===== config.mk =====
export PLATFORM = sky130hd
export DESIGN_NAME = cac_attr_dev_flat
export DESIGN_NICKNAME = d
export VERILOG_FILES = /design/src/cac_pkg.sv /design/src/cac_link_if.sv /design/src/cac_attr_dev.sv /design/src/flat_wrapper.sv
export SDC_FILE = /design/constraint.sdc
export NUM_CORES = 1
export LEC_CHECK = 0
export BUFFER_PORTS_ARGS = -buffer_cell sky130_fd_sc_hd__clkbuf_2
export CAP_MARGIN = 20
export CORE_ASPECT_RATIO = 1.1
export CORE_MARGIN = 2
export CORE_UTILIZATION = 40
export DETAILED_ROUTE_END_ITERATION = 16
export GPL_TIMING_DRIVEN = 0
export SYNTH_ARGS = -nofsm -noshare
export SYNTH_HDL_FRONTEND = slang
export SYNTH_SLANG_ARGS = --single-unit

===== constraint.sdc =====
create_clock -name clk_sys_in -period 5.9 [get_ports clk_sys_in]
set_clock_uncertainty 0.15 [all_clocks]
set_input_delay 0.885 -clock clk_sys_in [delete_from_list [all_inputs] [get_ports clk_sys_in]]
set_output_delay 0.885 -clock clk_sys_in [all_outputs]
set_load 0.01 [all_outputs]

===== src/cac_pkg.sv =====
// shared constants and types for the cacheability attribute control block
package cac_pkg;
	localparam int unsigned  NUM_REGIONS    = 256;
	localparam int unsigned  IDX_W          = 9;
	localparam int unsigned  REGION_MSB     = 31;
	localparam int unsigned  REGION_LSB     = 24;
	localparam int unsigned  CE_BIT         = 0;
	localparam int unsigned  CNT_W          = 16;
	// attribute bank occupies indices 0..255, engine registers sit above it
	localparam logic [8:0]   IDX_GLB_FLUSH  = 9'h100;
	localparam logic [8:0]   IDX_L2_BASE    = 9'h101;
	localparam logic [8:0]   IDX_L2_CNT     = 9'h102;
	localparam logic [8:0]   IDX_L1D_BASE   = 9'h103;
	localparam logic [8:0]   IDX_L1D_CNT    = 9'h104;
	localparam logic [7:0]   PRI_FIRST      = 8'h80;
	localparam logic [7:0]   PRI_LAST       = 8'hBF;
	localparam logic [7:0]   SEC_FIRST      = 8'h60;
	localparam logic [7:0]   SEC_LAST       = 8'h6F;
	localparam int unsigned  PRI_CS_SHIFT   = 4;
	localparam int unsigned  SEC_CS_SHIFT   = 2;
	localparam logic [1:0]   PORT_NONE      = 2'h0;
	localparam logic [1:0]   PORT_PRIMARY   = 2'h1;
	localparam logic [1:0]   PORT_SECONDARY = 2'h2;
	localparam logic [1:0]   PORT_SRAM      = 2'h3;
	localparam logic [31:0]  SRAM_LO        = 32'h0000_0000;
	localparam logic [31:0]  SRAM_HI        = 32'h000F_FFFF;
	// controller register map (byte offsets on the AHB-Lite slave)
	localparam logic [7:0]   ADDR_CMD       = 8'h00;
	localparam logic [7:0]   ADDR_STATUS    = 8'h04;
	localparam logic [7:0]   ADDR_RDATA     = 8'h08;
	localparam int unsigned  CMD_OP_LSB     = 0;
	localparam int unsigned  CMD_REG_LSB    = 8;
	localparam int unsigned  ST_BUSY_BIT    = 0;
	localparam int unsigned  ST_DONE_BIT    = 1;
	localparam int unsigned  ST_ERR_BIT     = 2;
	localparam int unsigned  HTRANS_ACT_BIT = 1;
	localparam logic         HRESP_OKAY     = 1'b0;
	// eviction walks a region in 64 Kbyte blocks, well under the 16-bit count limit
	localparam logic [15:0]  BLK_WORDS      = 16'h4000;
	localparam logic [7:0]   BLK_LAST       = 8'hFF;
	typedef enum logic [2:0] {
		OP_READ       = 3'h0,
		OP_ENABLE     = 3'h1,
		OP_DIS_GLB    = 3'h2,
		OP_DIS_L2BLK  = 3'h3,
		OP_DIS_L1DBLK = 3'h4
	} cac_op_t;
endpackage : cac_pkg


===== src/cac_link_if.sv =====
// configuration link between the attribute block and its controller
`timescale 1ns/10ps
`default_nettype none
interface cac_link_if;
	logic        cfg_req;
	logic        cfg_we;
	logic [8:0]  cfg_idx;
	logic [31:0] cfg_wdata;
	logic [31:0] cfg_rdata;
	logic        cfg_ack;
	modport dev (input cfg_req, input cfg_we, input cfg_idx, input cfg_wdata,
		output cfg_rdata, output cfg_ack);
	modport ctl (output cfg_req, output cfg_we, output cfg_idx, output cfg_wdata,
		input cfg_rdata, input cfg_ack);
endinterface : cac_link_if
`default_nettype wire


===== src/cac_attr_dev.sv =====
// attribute bank, cacheability lookup and cache-maintenance register front end
//
// Contract
// - one register per aligned 16-Mbyte region
// - one enable bit governs all three caches
// - reset clears every enable bit
// - on-chip SRAM always cacheable
// - writing 1 enables caching immediately
// - software evicts region before clearing enable
// - global flush: poll busy bit to zero
// - level-2 block flush: poll count to zero
// - all-SRAM mode: level-1 data block flush
// - larger regions need several block flushes
// - cleared enable means no allocation anywhere
// - registers 128-191 map primary port space
// - registers 96-111 exist only with secondary port
// - secondary port: four areas of four
// - only bit 0 stored, rest read zero
// - global flush bit reads 1 until done
// - nonzero count write starts block operation
//
// Design decisions made here: the address map and register access over AHB-Lite.
`timescale 1ns/10ps
`default_nettype none
module cac_attr_dev #(
	parameter bit HAS_SECONDARY_PORT = 1'b1
) (
	input  wire logic        clk_sys_in,
	input  wire logic        rst_in,
	input  wire logic        ce_in,
	cac_link_if.dev          link,
	input  wire logic        lookup_valid_in,
	input  wire logic [31:0] lookup_addr_in,
	output logic             lookup_done_out,
	output logic             lookup_cacheable_out,
	output logic [1:0]       lookup_port_out,
	output logic [1:0]       lookup_cs_out,
	output logic             glb_flush_start_out,
	input  wire logic        glb_flush_done_in,
	output logic             l2blk_start_out,
	output logic [31:0]      l2blk_base_out,
	output logic [15:0]      l2blk_words_out,
	input  wire logic        l2blk_done_in,
	output logic             l1dblk_start_out,
	output logic [31:0]      l1dblk_base_out,
	output logic [15:0]      l1dblk_words_out,
	input  wire logic        l1dblk_done_in
);
	typedef struct packed {
		logic [255:0] ce;
		logic         glb;
		logic [31:0]  l2_base;
		logic [15:0]  l2_cnt;
		logic [31:0]  l1d_base;
		logic [15:0]  l1d_cnt;
		logic         ack;
		logic [31:0]  rdata;
		logic         glb_start;
		logic         l2_start;
		logic         l1d_start;
		logic         lk_done;
		logic         lk_cache;
		logic [1:0]   lk_port;
		logic [1:0]   lk_cs;
	} cac_dev_state_t;

	cac_dev_state_t q;
	cac_dev_state_t d;

	// indices outside both port windows have no storage at all
	function automatic logic is_impl(input logic [7:0] idx);
		logic pri;
		logic sec;
		pri = (idx >= cac_pkg::PRI_FIRST) && (idx <= cac_pkg::PRI_LAST);
		sec = HAS_SECONDARY_PORT && (idx >= cac_pkg::SEC_FIRST)
			&& (idx <= cac_pkg::SEC_LAST);
		return pri || sec;
	endfunction : is_impl

	function automatic logic in_sram(input logic [31:0] addr);
		return (addr >= cac_pkg::SRAM_LO) && (addr <= cac_pkg::SRAM_HI);
	endfunction : in_sram

	function automatic logic [31:0] read_reg(input cac_dev_state_t s, input logic [8:0] idx);
		logic [31:0] v;
		v = 32'h0000_0000;
		if (idx < cac_pkg::IDX_GLB_FLUSH) begin
			if (is_impl(idx[7:0])) begin
				v[cac_pkg::CE_BIT] = s.ce[idx[7:0]];
			end
		end else begin
			unique case (idx)
				cac_pkg::IDX_GLB_FLUSH: v[0] = s.glb;
				cac_pkg::IDX_L2_BASE:   v = s.l2_base;
				cac_pkg::IDX_L2_CNT:    v[cac_pkg::CNT_W-1:0] = s.l2_cnt;
				cac_pkg::IDX_L1D_BASE:  v = s.l1d_base;
				cac_pkg::IDX_L1D_CNT:   v[cac_pkg::CNT_W-1:0] = s.l1d_cnt;
				default:                v = 32'h0000_0000;
			endcase
		end
		return v;
	endfunction : read_reg

	logic [7:0]  lk_idx;
	logic [31:0] lk_wd;
	logic [7:0]  wr_idx;

	always_comb begin
		d = q;
		d.ack = 1'b0;
		d.glb_start = 1'b0;
		d.l2_start = 1'b0;
		d.l1d_start = 1'b0;
		d.lk_done = 1'b0;
		lk_idx = lookup_addr_in[cac_pkg::REGION_MSB:cac_pkg::REGION_LSB];
		lk_wd = link.cfg_wdata;
		wr_idx = link.cfg_idx[7:0];

		// completion from the cache engines returns the busy indications to 0
		if (q.glb && glb_flush_done_in) begin
			d.glb = 1'b0;
		end
		if ((q.l2_cnt != 16'h0000) && l2blk_done_in) begin
			d.l2_cnt = 16'h0000;
		end
		if ((q.l1d_cnt != 16'h0000) && l1dblk_done_in) begin
			d.l1d_cnt = 16'h0000;
		end

		// one access per request; ack is a single-cycle pulse
		if (link.cfg_req && !q.ack) begin
			d.ack = 1'b1;
			if (link.cfg_we) begin
				if (link.cfg_idx < cac_pkg::IDX_GLB_FLUSH) begin
					if (is_impl(wr_idx)) begin
						d.ce[wr_idx] = lk_wd[cac_pkg::CE_BIT];
					end
				end else begin
					unique case (link.cfg_idx)
						cac_pkg::IDX_GLB_FLUSH: begin
							if (lk_wd[0] && !q.glb) begin
								d.glb = 1'b1;
								d.glb_start = 1'b1;
							end
						end
						cac_pkg::IDX_L2_BASE: begin
							if (q.l2_cnt == 16'h0000) begin
								d.l2_base = lk_wd;
							end
						end
						cac_pkg::IDX_L2_CNT: begin
							if ((q.l2_cnt == 16'h0000) && (lk_wd[cac_pkg::CNT_W-1:0] != 16'h0000)) begin
								d.l2_cnt = lk_wd[cac_pkg::CNT_W-1:0];
								d.l2_start = 1'b1;
							end
						end
						cac_pkg::IDX_L1D_BASE: begin
							if (q.l1d_cnt == 16'h0000) begin
								d.l1d_base = lk_wd;
							end
						end
						cac_pkg::IDX_L1D_CNT: begin
							if ((q.l1d_cnt == 16'h0000) && (lk_wd[cac_pkg::CNT_W-1:0] != 16'h0000)) begin
								d.l1d_cnt = lk_wd[cac_pkg::CNT_W-1:0];
								d.l1d_start = 1'b1;
							end
						end
						default: begin
						end
					endcase
				end
			end else begin
				d.rdata = read_reg(q, link.cfg_idx);
			end
		end

		// lookup answers one cycle later; the answer reflects writes up to the previous edge
		if (lookup_valid_in) begin
			d.lk_done = 1'b1;
			d.lk_cs = 2'h0;
			if (in_sram(lookup_addr_in)) begin
				d.lk_cache = 1'b1;
				d.lk_port = cac_pkg::PORT_SRAM;
			end else begin
				d.lk_cache = is_impl(lk_idx) && q.ce[lk_idx];
				if ((lk_idx >= cac_pkg::PRI_FIRST) && (lk_idx <= cac_pkg::PRI_LAST)) begin
					d.lk_port = cac_pkg::PORT_PRIMARY;
					d.lk_cs = 2'((lk_idx - cac_pkg::PRI_FIRST) >> cac_pkg::PRI_CS_SHIFT);
				end else if (is_impl(lk_idx)) begin
					d.lk_port = cac_pkg::PORT_SECONDARY;
					d.lk_cs = 2'((lk_idx - cac_pkg::SEC_FIRST) >> cac_pkg::SEC_CS_SHIFT);
				end else begin
					d.lk_port = cac_pkg::PORT_NONE;
				end
			end
		end
	end

	always_ff @(posedge clk_sys_in) begin
		if (rst_in) begin
			q <= '0;
		end else if (ce_in) begin
			q <= d;
		end
	end

	assign link.cfg_ack = q.ack;
	assign link.cfg_rdata = q.rdata;
	// the same bit gates allocation in level-1 program, level-1 data and level-2
	assign lookup_done_out = q.lk_done;
	assign lookup_cacheable_out = q.lk_cache;
	assign lookup_port_out = q.lk_port;
	assign lookup_cs_out = q.lk_cs;
	assign glb_flush_start_out = q.glb_start;
	assign l2blk_start_out = q.l2_start;
	assign l2blk_base_out = q.l2_base;
	assign l2blk_words_out = q.l2_cnt;
	assign l1dblk_start_out = q.l1d_start;
	assign l1dblk_base_out = q.l1d_base;
	assign l1dblk_words_out = q.l1d_cnt;
endmodule : cac_attr_dev
`default_nettype wire


===== src/flat_wrapper.sv =====
// flat-port wrapper written by rule: the top's interface ports become plain ports
module cac_attr_dev_flat 
#(
	parameter bit HAS_SECONDARY_PORT = 1'b1
)
  (clk_sys_in, rst_in, ce_in, lookup_valid_in, lookup_addr_in, lookup_done_out, lookup_cacheable_out, lookup_port_out, lookup_cs_out, glb_flush_start_out, glb_flush_done_in, l2blk_start_out, l2blk_base_out, l2blk_words_out, l2blk_done_in, l1dblk_start_out, l1dblk_base_out, l1dblk_words_out, l1dblk_done_in, link_cfg_req, link_cfg_we, link_cfg_idx, link_cfg_wdata, link_cfg_rdata, link_cfg_ack);
  cac_link_if link_i ();
  input  wire logic clk_sys_in;
  input  wire logic rst_in;
  input  wire logic ce_in;
  input  wire logic lookup_valid_in;
  input  wire logic [31:0] lookup_addr_in;
  output logic lookup_done_out;
  output logic lookup_cacheable_out;
  output logic [1:0] lookup_port_out;
  output logic [1:0] lookup_cs_out;
  output logic glb_flush_start_out;
  input  wire logic glb_flush_done_in;
  output logic l2blk_start_out;
  output logic [31:0] l2blk_base_out;
  output logic [15:0] l2blk_words_out;
  input  wire logic l2blk_done_in;
  output logic l1dblk_start_out;
  output logic [31:0] l1dblk_base_out;
  output logic [15:0] l1dblk_words_out;
  input  wire logic l1dblk_done_in;
  input wire logic [$bits(link_i.cfg_req)-1:0] link_cfg_req;
  input wire logic [$bits(link_i.cfg_we)-1:0] link_cfg_we;
  input wire logic [$bits(link_i.cfg_idx)-1:0] link_cfg_idx;
  input wire logic [$bits(link_i.cfg_wdata)-1:0] link_cfg_wdata;
  output wire logic [$bits(link_i.cfg_rdata)-1:0] link_cfg_rdata;
  output wire logic [$bits(link_i.cfg_ack)-1:0] link_cfg_ack;
  assign link_i.cfg_req = link_cfg_req;
  assign link_i.cfg_we = link_cfg_we;
  assign link_i.cfg_idx = link_cfg_idx;
  assign link_i.cfg_wdata = link_cfg_wdata;
  assign link_cfg_rdata = link_i.cfg_rdata;
  assign link_cfg_ack = link_i.cfg_ack;
  cac_attr_dev #(.HAS_SECONDARY_PORT(HAS_SECONDARY_PORT)) u_core (.clk_sys_in(clk_sys_in), .rst_in(rst_in), .ce_in(ce_in), .link(link_i), .lookup_valid_in(lookup_valid_in), .lookup_addr_in(lookup_addr_in), .lookup_done_out(lookup_done_out), .lookup_cacheable_out(lookup_cacheable_out), .lookup_port_out(lookup_port_out), .lookup_cs_out(lookup_cs_out), .glb_flush_start_out(glb_flush_start_out), .glb_flush_done_in(glb_flush_done_in), .l2blk_start_out(l2blk_start_out), .l2blk_base_out(l2blk_base_out), .l2blk_words_out(l2blk_words_out), .l2blk_done_in(l2blk_done_in), .l1dblk_start_out(l1dblk_start_out), .l1dblk_base_out(l1dblk_base_out), .l1dblk_words_out(l1dblk_words_out), .l1dblk_done_in(l1dblk_done_in));
endmodule

==> impl_metrics.tcl <==
set metrics [dict create \
    core.rowCount 84 \
    vias_per_cell 5.72 \
    grt_max_degree 13 \
    relSlewSlack_pct 19.2 \
    yosys.area.top_type "dfxtp_1" \
    dieArea_um2 50100 \
    timing.critical_path.to_type "flop" \
    cts_inserted_buffers 43 \
    drtPass1Iterations 6 \
    finalHoldViolCount 0 \
    antenna_cells 0 \
    final_layout_size_suffix_gt1_share_pct 26.6 \
    postPlaceCellArea_um2 21100 \
    critical_path_buf_inv_count 3 \
    critPathKind "input pin to flop" \
    final-setup-viol-count 0 \
    worst_pin_slew_ps 1200 \
    root_buffer_cell "clkbuf_16" \
    route.final.wire_length_mm 70.6 \
    areaGrowthSynthToFinish_pct 16.8 \
    cts_h_tree_depth 2 \
    setup_repair_after_global_routing_missed_its_margin "false" \
    timing.setup.tns_ps 0 \
    globalplace.congestion 0.985 \
    timing.critical_path.fanout_max 10 \
    number_of_enable_flip_flop_cells_after_synthesis 0 \
    asyncSetResetFlopFracSynth_pct 0 \
    finalNetCount 2278 \
    ctsResizeCount 0 \
    syn_area_um2 19300 \
    dr_wl_met3_mm 5.23 \
    post_route_fraction_of_the_period_consumed_by_the_critical_path_pct 61.6 \
    timing.fmax_ghz 0.275 \
    cp_slowest_stage_delay_ps 990 \
    synth_cell_type_count 82 \
    critical_path_required_ps 6190 \
    postCtsSetupBuffers 0 \
    synthTopCellsByArea "dfxtp_1 41%, mux4_2 12%, nor2b_1 6.1%" \
    die_width_um 214 \
    avg_synthesized_cell_area_um2 9.88 \
    dr_total_vias 16400 \
    power.ir.vdd_worst_mv 0.228 \
    grt_first_pass_wirelength_mm 103 \
    vias_in_the_first_global_route 16000 \
    maxSlewViolCount 0 \
    synth_nets 2038 \
    detail_route.wl_per_cell_um 24.6 \
    clock_transition_at_the_registers_of_the_reported_paths_ps 60 \
    port-buffer-count 193 \
    top_signal_layer_used "met5" \
    startpoint_type "input pin" \
    top_reg_cell_synth "dfxtp_1" \
    cap_viol_max_count 0 \
    worstSkewPairLatency_ps 570 \
    flip_flop_and_latch_count_after_synthesis 395 \
    min-delay-path-class "flop to flop" \
    final_cell_mix "395 x dfxtp_1, 203 x nand2_1, 193 x clkbuf_2" \
    dr_drc_count 0 \
    crit_family "simple AND/OR/NAND/NOR gates" \
    cts_hold_repair.buffers 0 \
    synth_top_area_share_pct 40.9 \
    syn-instance-count 1956 \
    i_o_pin_cnt 220 \
    worstPathArrival_ps 3930 \
    status "finished, final reports clean" \
    die_h_um 235 \
    core_area_um2 47700 \
    yosysSeqAreaShare_pct 40.9 \
    grt.overflow.total 0 \
    critical_path_cell_by_cell "clkbuf_2 > buf_2 > buf_1 > nand2_1 > nor3_1 > and3_1 > mux2i_1 > nor2_1" \
    cts-root-to-sink-buffers 3 \
    cellLeakagePower_nw 8.98 \
    final_period_minus_worst_setup_slack_ps 3640 \
    wl_met2_mm 33.6 \
    cts_tree "built" \
    grt_antenna_before_repair 2 \
    floorplan.initialDensity_pct 40.5 \
    half_perimeter_wire_length_of_the_detailed_placement_result_mm 52.0 \
    wire_length_the_detailed_router_placed_on_met1_mm 28.2 \
    initialDrtViolationCount 1321 \
    postLayoutCellArea_um2 22600 \
    power_per_cell_area_nw_per_um2 263 \
    numClockSinks 395 \
    layout_commonest_cell "dfxtp_1" \
    timing.critical_path.slowest_stage_cell "nor3_1" \
    yosys_warnings 0 \
    track_usage_pct 27.9 \
    ant_nets 0 \
]
==> area by class of cell <==
cell class | count | area, µm²
clock buffer | 67 | 1360
fill | 4619 | 25100
sequential | 395 | 7910
multi-input combinational | 1275 | 9580
tap | 645 | 807
timing repair buffer | 195 | 976
inverter | 7 | 26.3
clock inverter | 7 | 110
buffer | 279 | 1810
==> synth_stat cells, drive strengths merged (2+ instances only) <==
master   count
dfxtp      395
nand2      203
buf        198
nor2b      189
nor2       146
a21oi      134
mux4       112
mux2i       99
clkbuf      81
o21ai       51
a22oi       44
nand3       42
nor3        38
a221oi      25
nor4        19
a21o        17
a22o        17
a221o       15
mux2        10
nand2b      10
nand4       10
o221ai      10
and3         8
inv          7
a31oi        6
o211ai       6
a211oi       5
or2          5
and2         4
o21bai       4
a41oi        3
and2b        3
nor4b        3
o311ai       3
a21boi       2
a311oi       2
a32oi        2
and4         2
nand3b       2
nand4b       2
o2111ai      2
or3          2
or4b         2
==> worst reg2reg max path: stages, from the launching register on <==
cell	delay, ps
dfxtp_1	350
nor4_1	370
nand4_1	420
nor4_2	860
buf_2	380
nand2_1	90
a21oi_1	160
==> sequential cells by signal (all words and copies together), names as in the netlist, 2 cells and up <==
name	flops
u_core.l2blk_words_out	16
u_core.q	257
u_core.link.cfg_rdata	32
u_core.l1dblk_words_out	16
u_core.l2blk_base_out	32
u_core.lookup_port_out	2
u_core.lookup_cs_out	2
u_core.l1dblk_base_out	32
==> through the flow <==
step	utilization [%]	std cells	hold WS, ps	power [mW]	worst slack (ps)
after floorplan	-	1956	291	2.98	3090
after global placement	44.2	2794	305	3.17	1780
after detailed placement	44.2	2796	315	3.17	1860
after CTS	47.3	2870	324	5.98	2450
after global routing	47.3	2870	335	6.12	2320
final	47.3	2870	324	5.95	2260
==> per-layer routing <==
| metal | global-route usage, % | vias to the layer above |
|---|---|---|
| li1 | - | 7399 |
| met1 | 34.6 | 8063 |
| met2 | 46.7 | 783 |
| met3 | 4.82 | 183 |
| met4 | 13.7 | 2 |
| met5 | 0 | - |
==> cells by family after synthesis <==
group | count (synthesis) | share of synthesized area, %
simple gates | 698 | 18.4
buf+inv | 286 | 9.50
mux | 221 | 19.0
flops | 395 | 40.9
compound gates | 356 | 12.2
==> report_power, final <==
group | internal (mW) | switching (mW)
combinational | 0.131 | 0.303
sequential | 2.67 | 0.00582
clock | 1.70 | 1.13
total | 4.51 | 1.44
==> final timing paths <==
path,from,to,slack (ps),cells past startpoint
setup / recovery,link_cfg_idx[2],u_core.q[240]$_SDFFE_PP0P_,2260,8
hold / removal,u_core.l2blk_base_out[17]$_SDFFE_PP0P_,u_core.l2blk_base_out[17]$_SDFFE_PP0P_,320,2
setup reg to reg,u_core.l1dblk_words_out[2]$_SDFFE_PP0P_,u_core.l1dblk_base_out[23]$_SDFFE_PP0P_,3020,6
hold reg to reg,u_core.l2blk_base_out[17]$_SDFFE_PP0P_,u_core.l2blk_base_out[17]$_SDFFE_PP0P_,320,2
No activity file was read; power rests on OpenSTA's default activity.
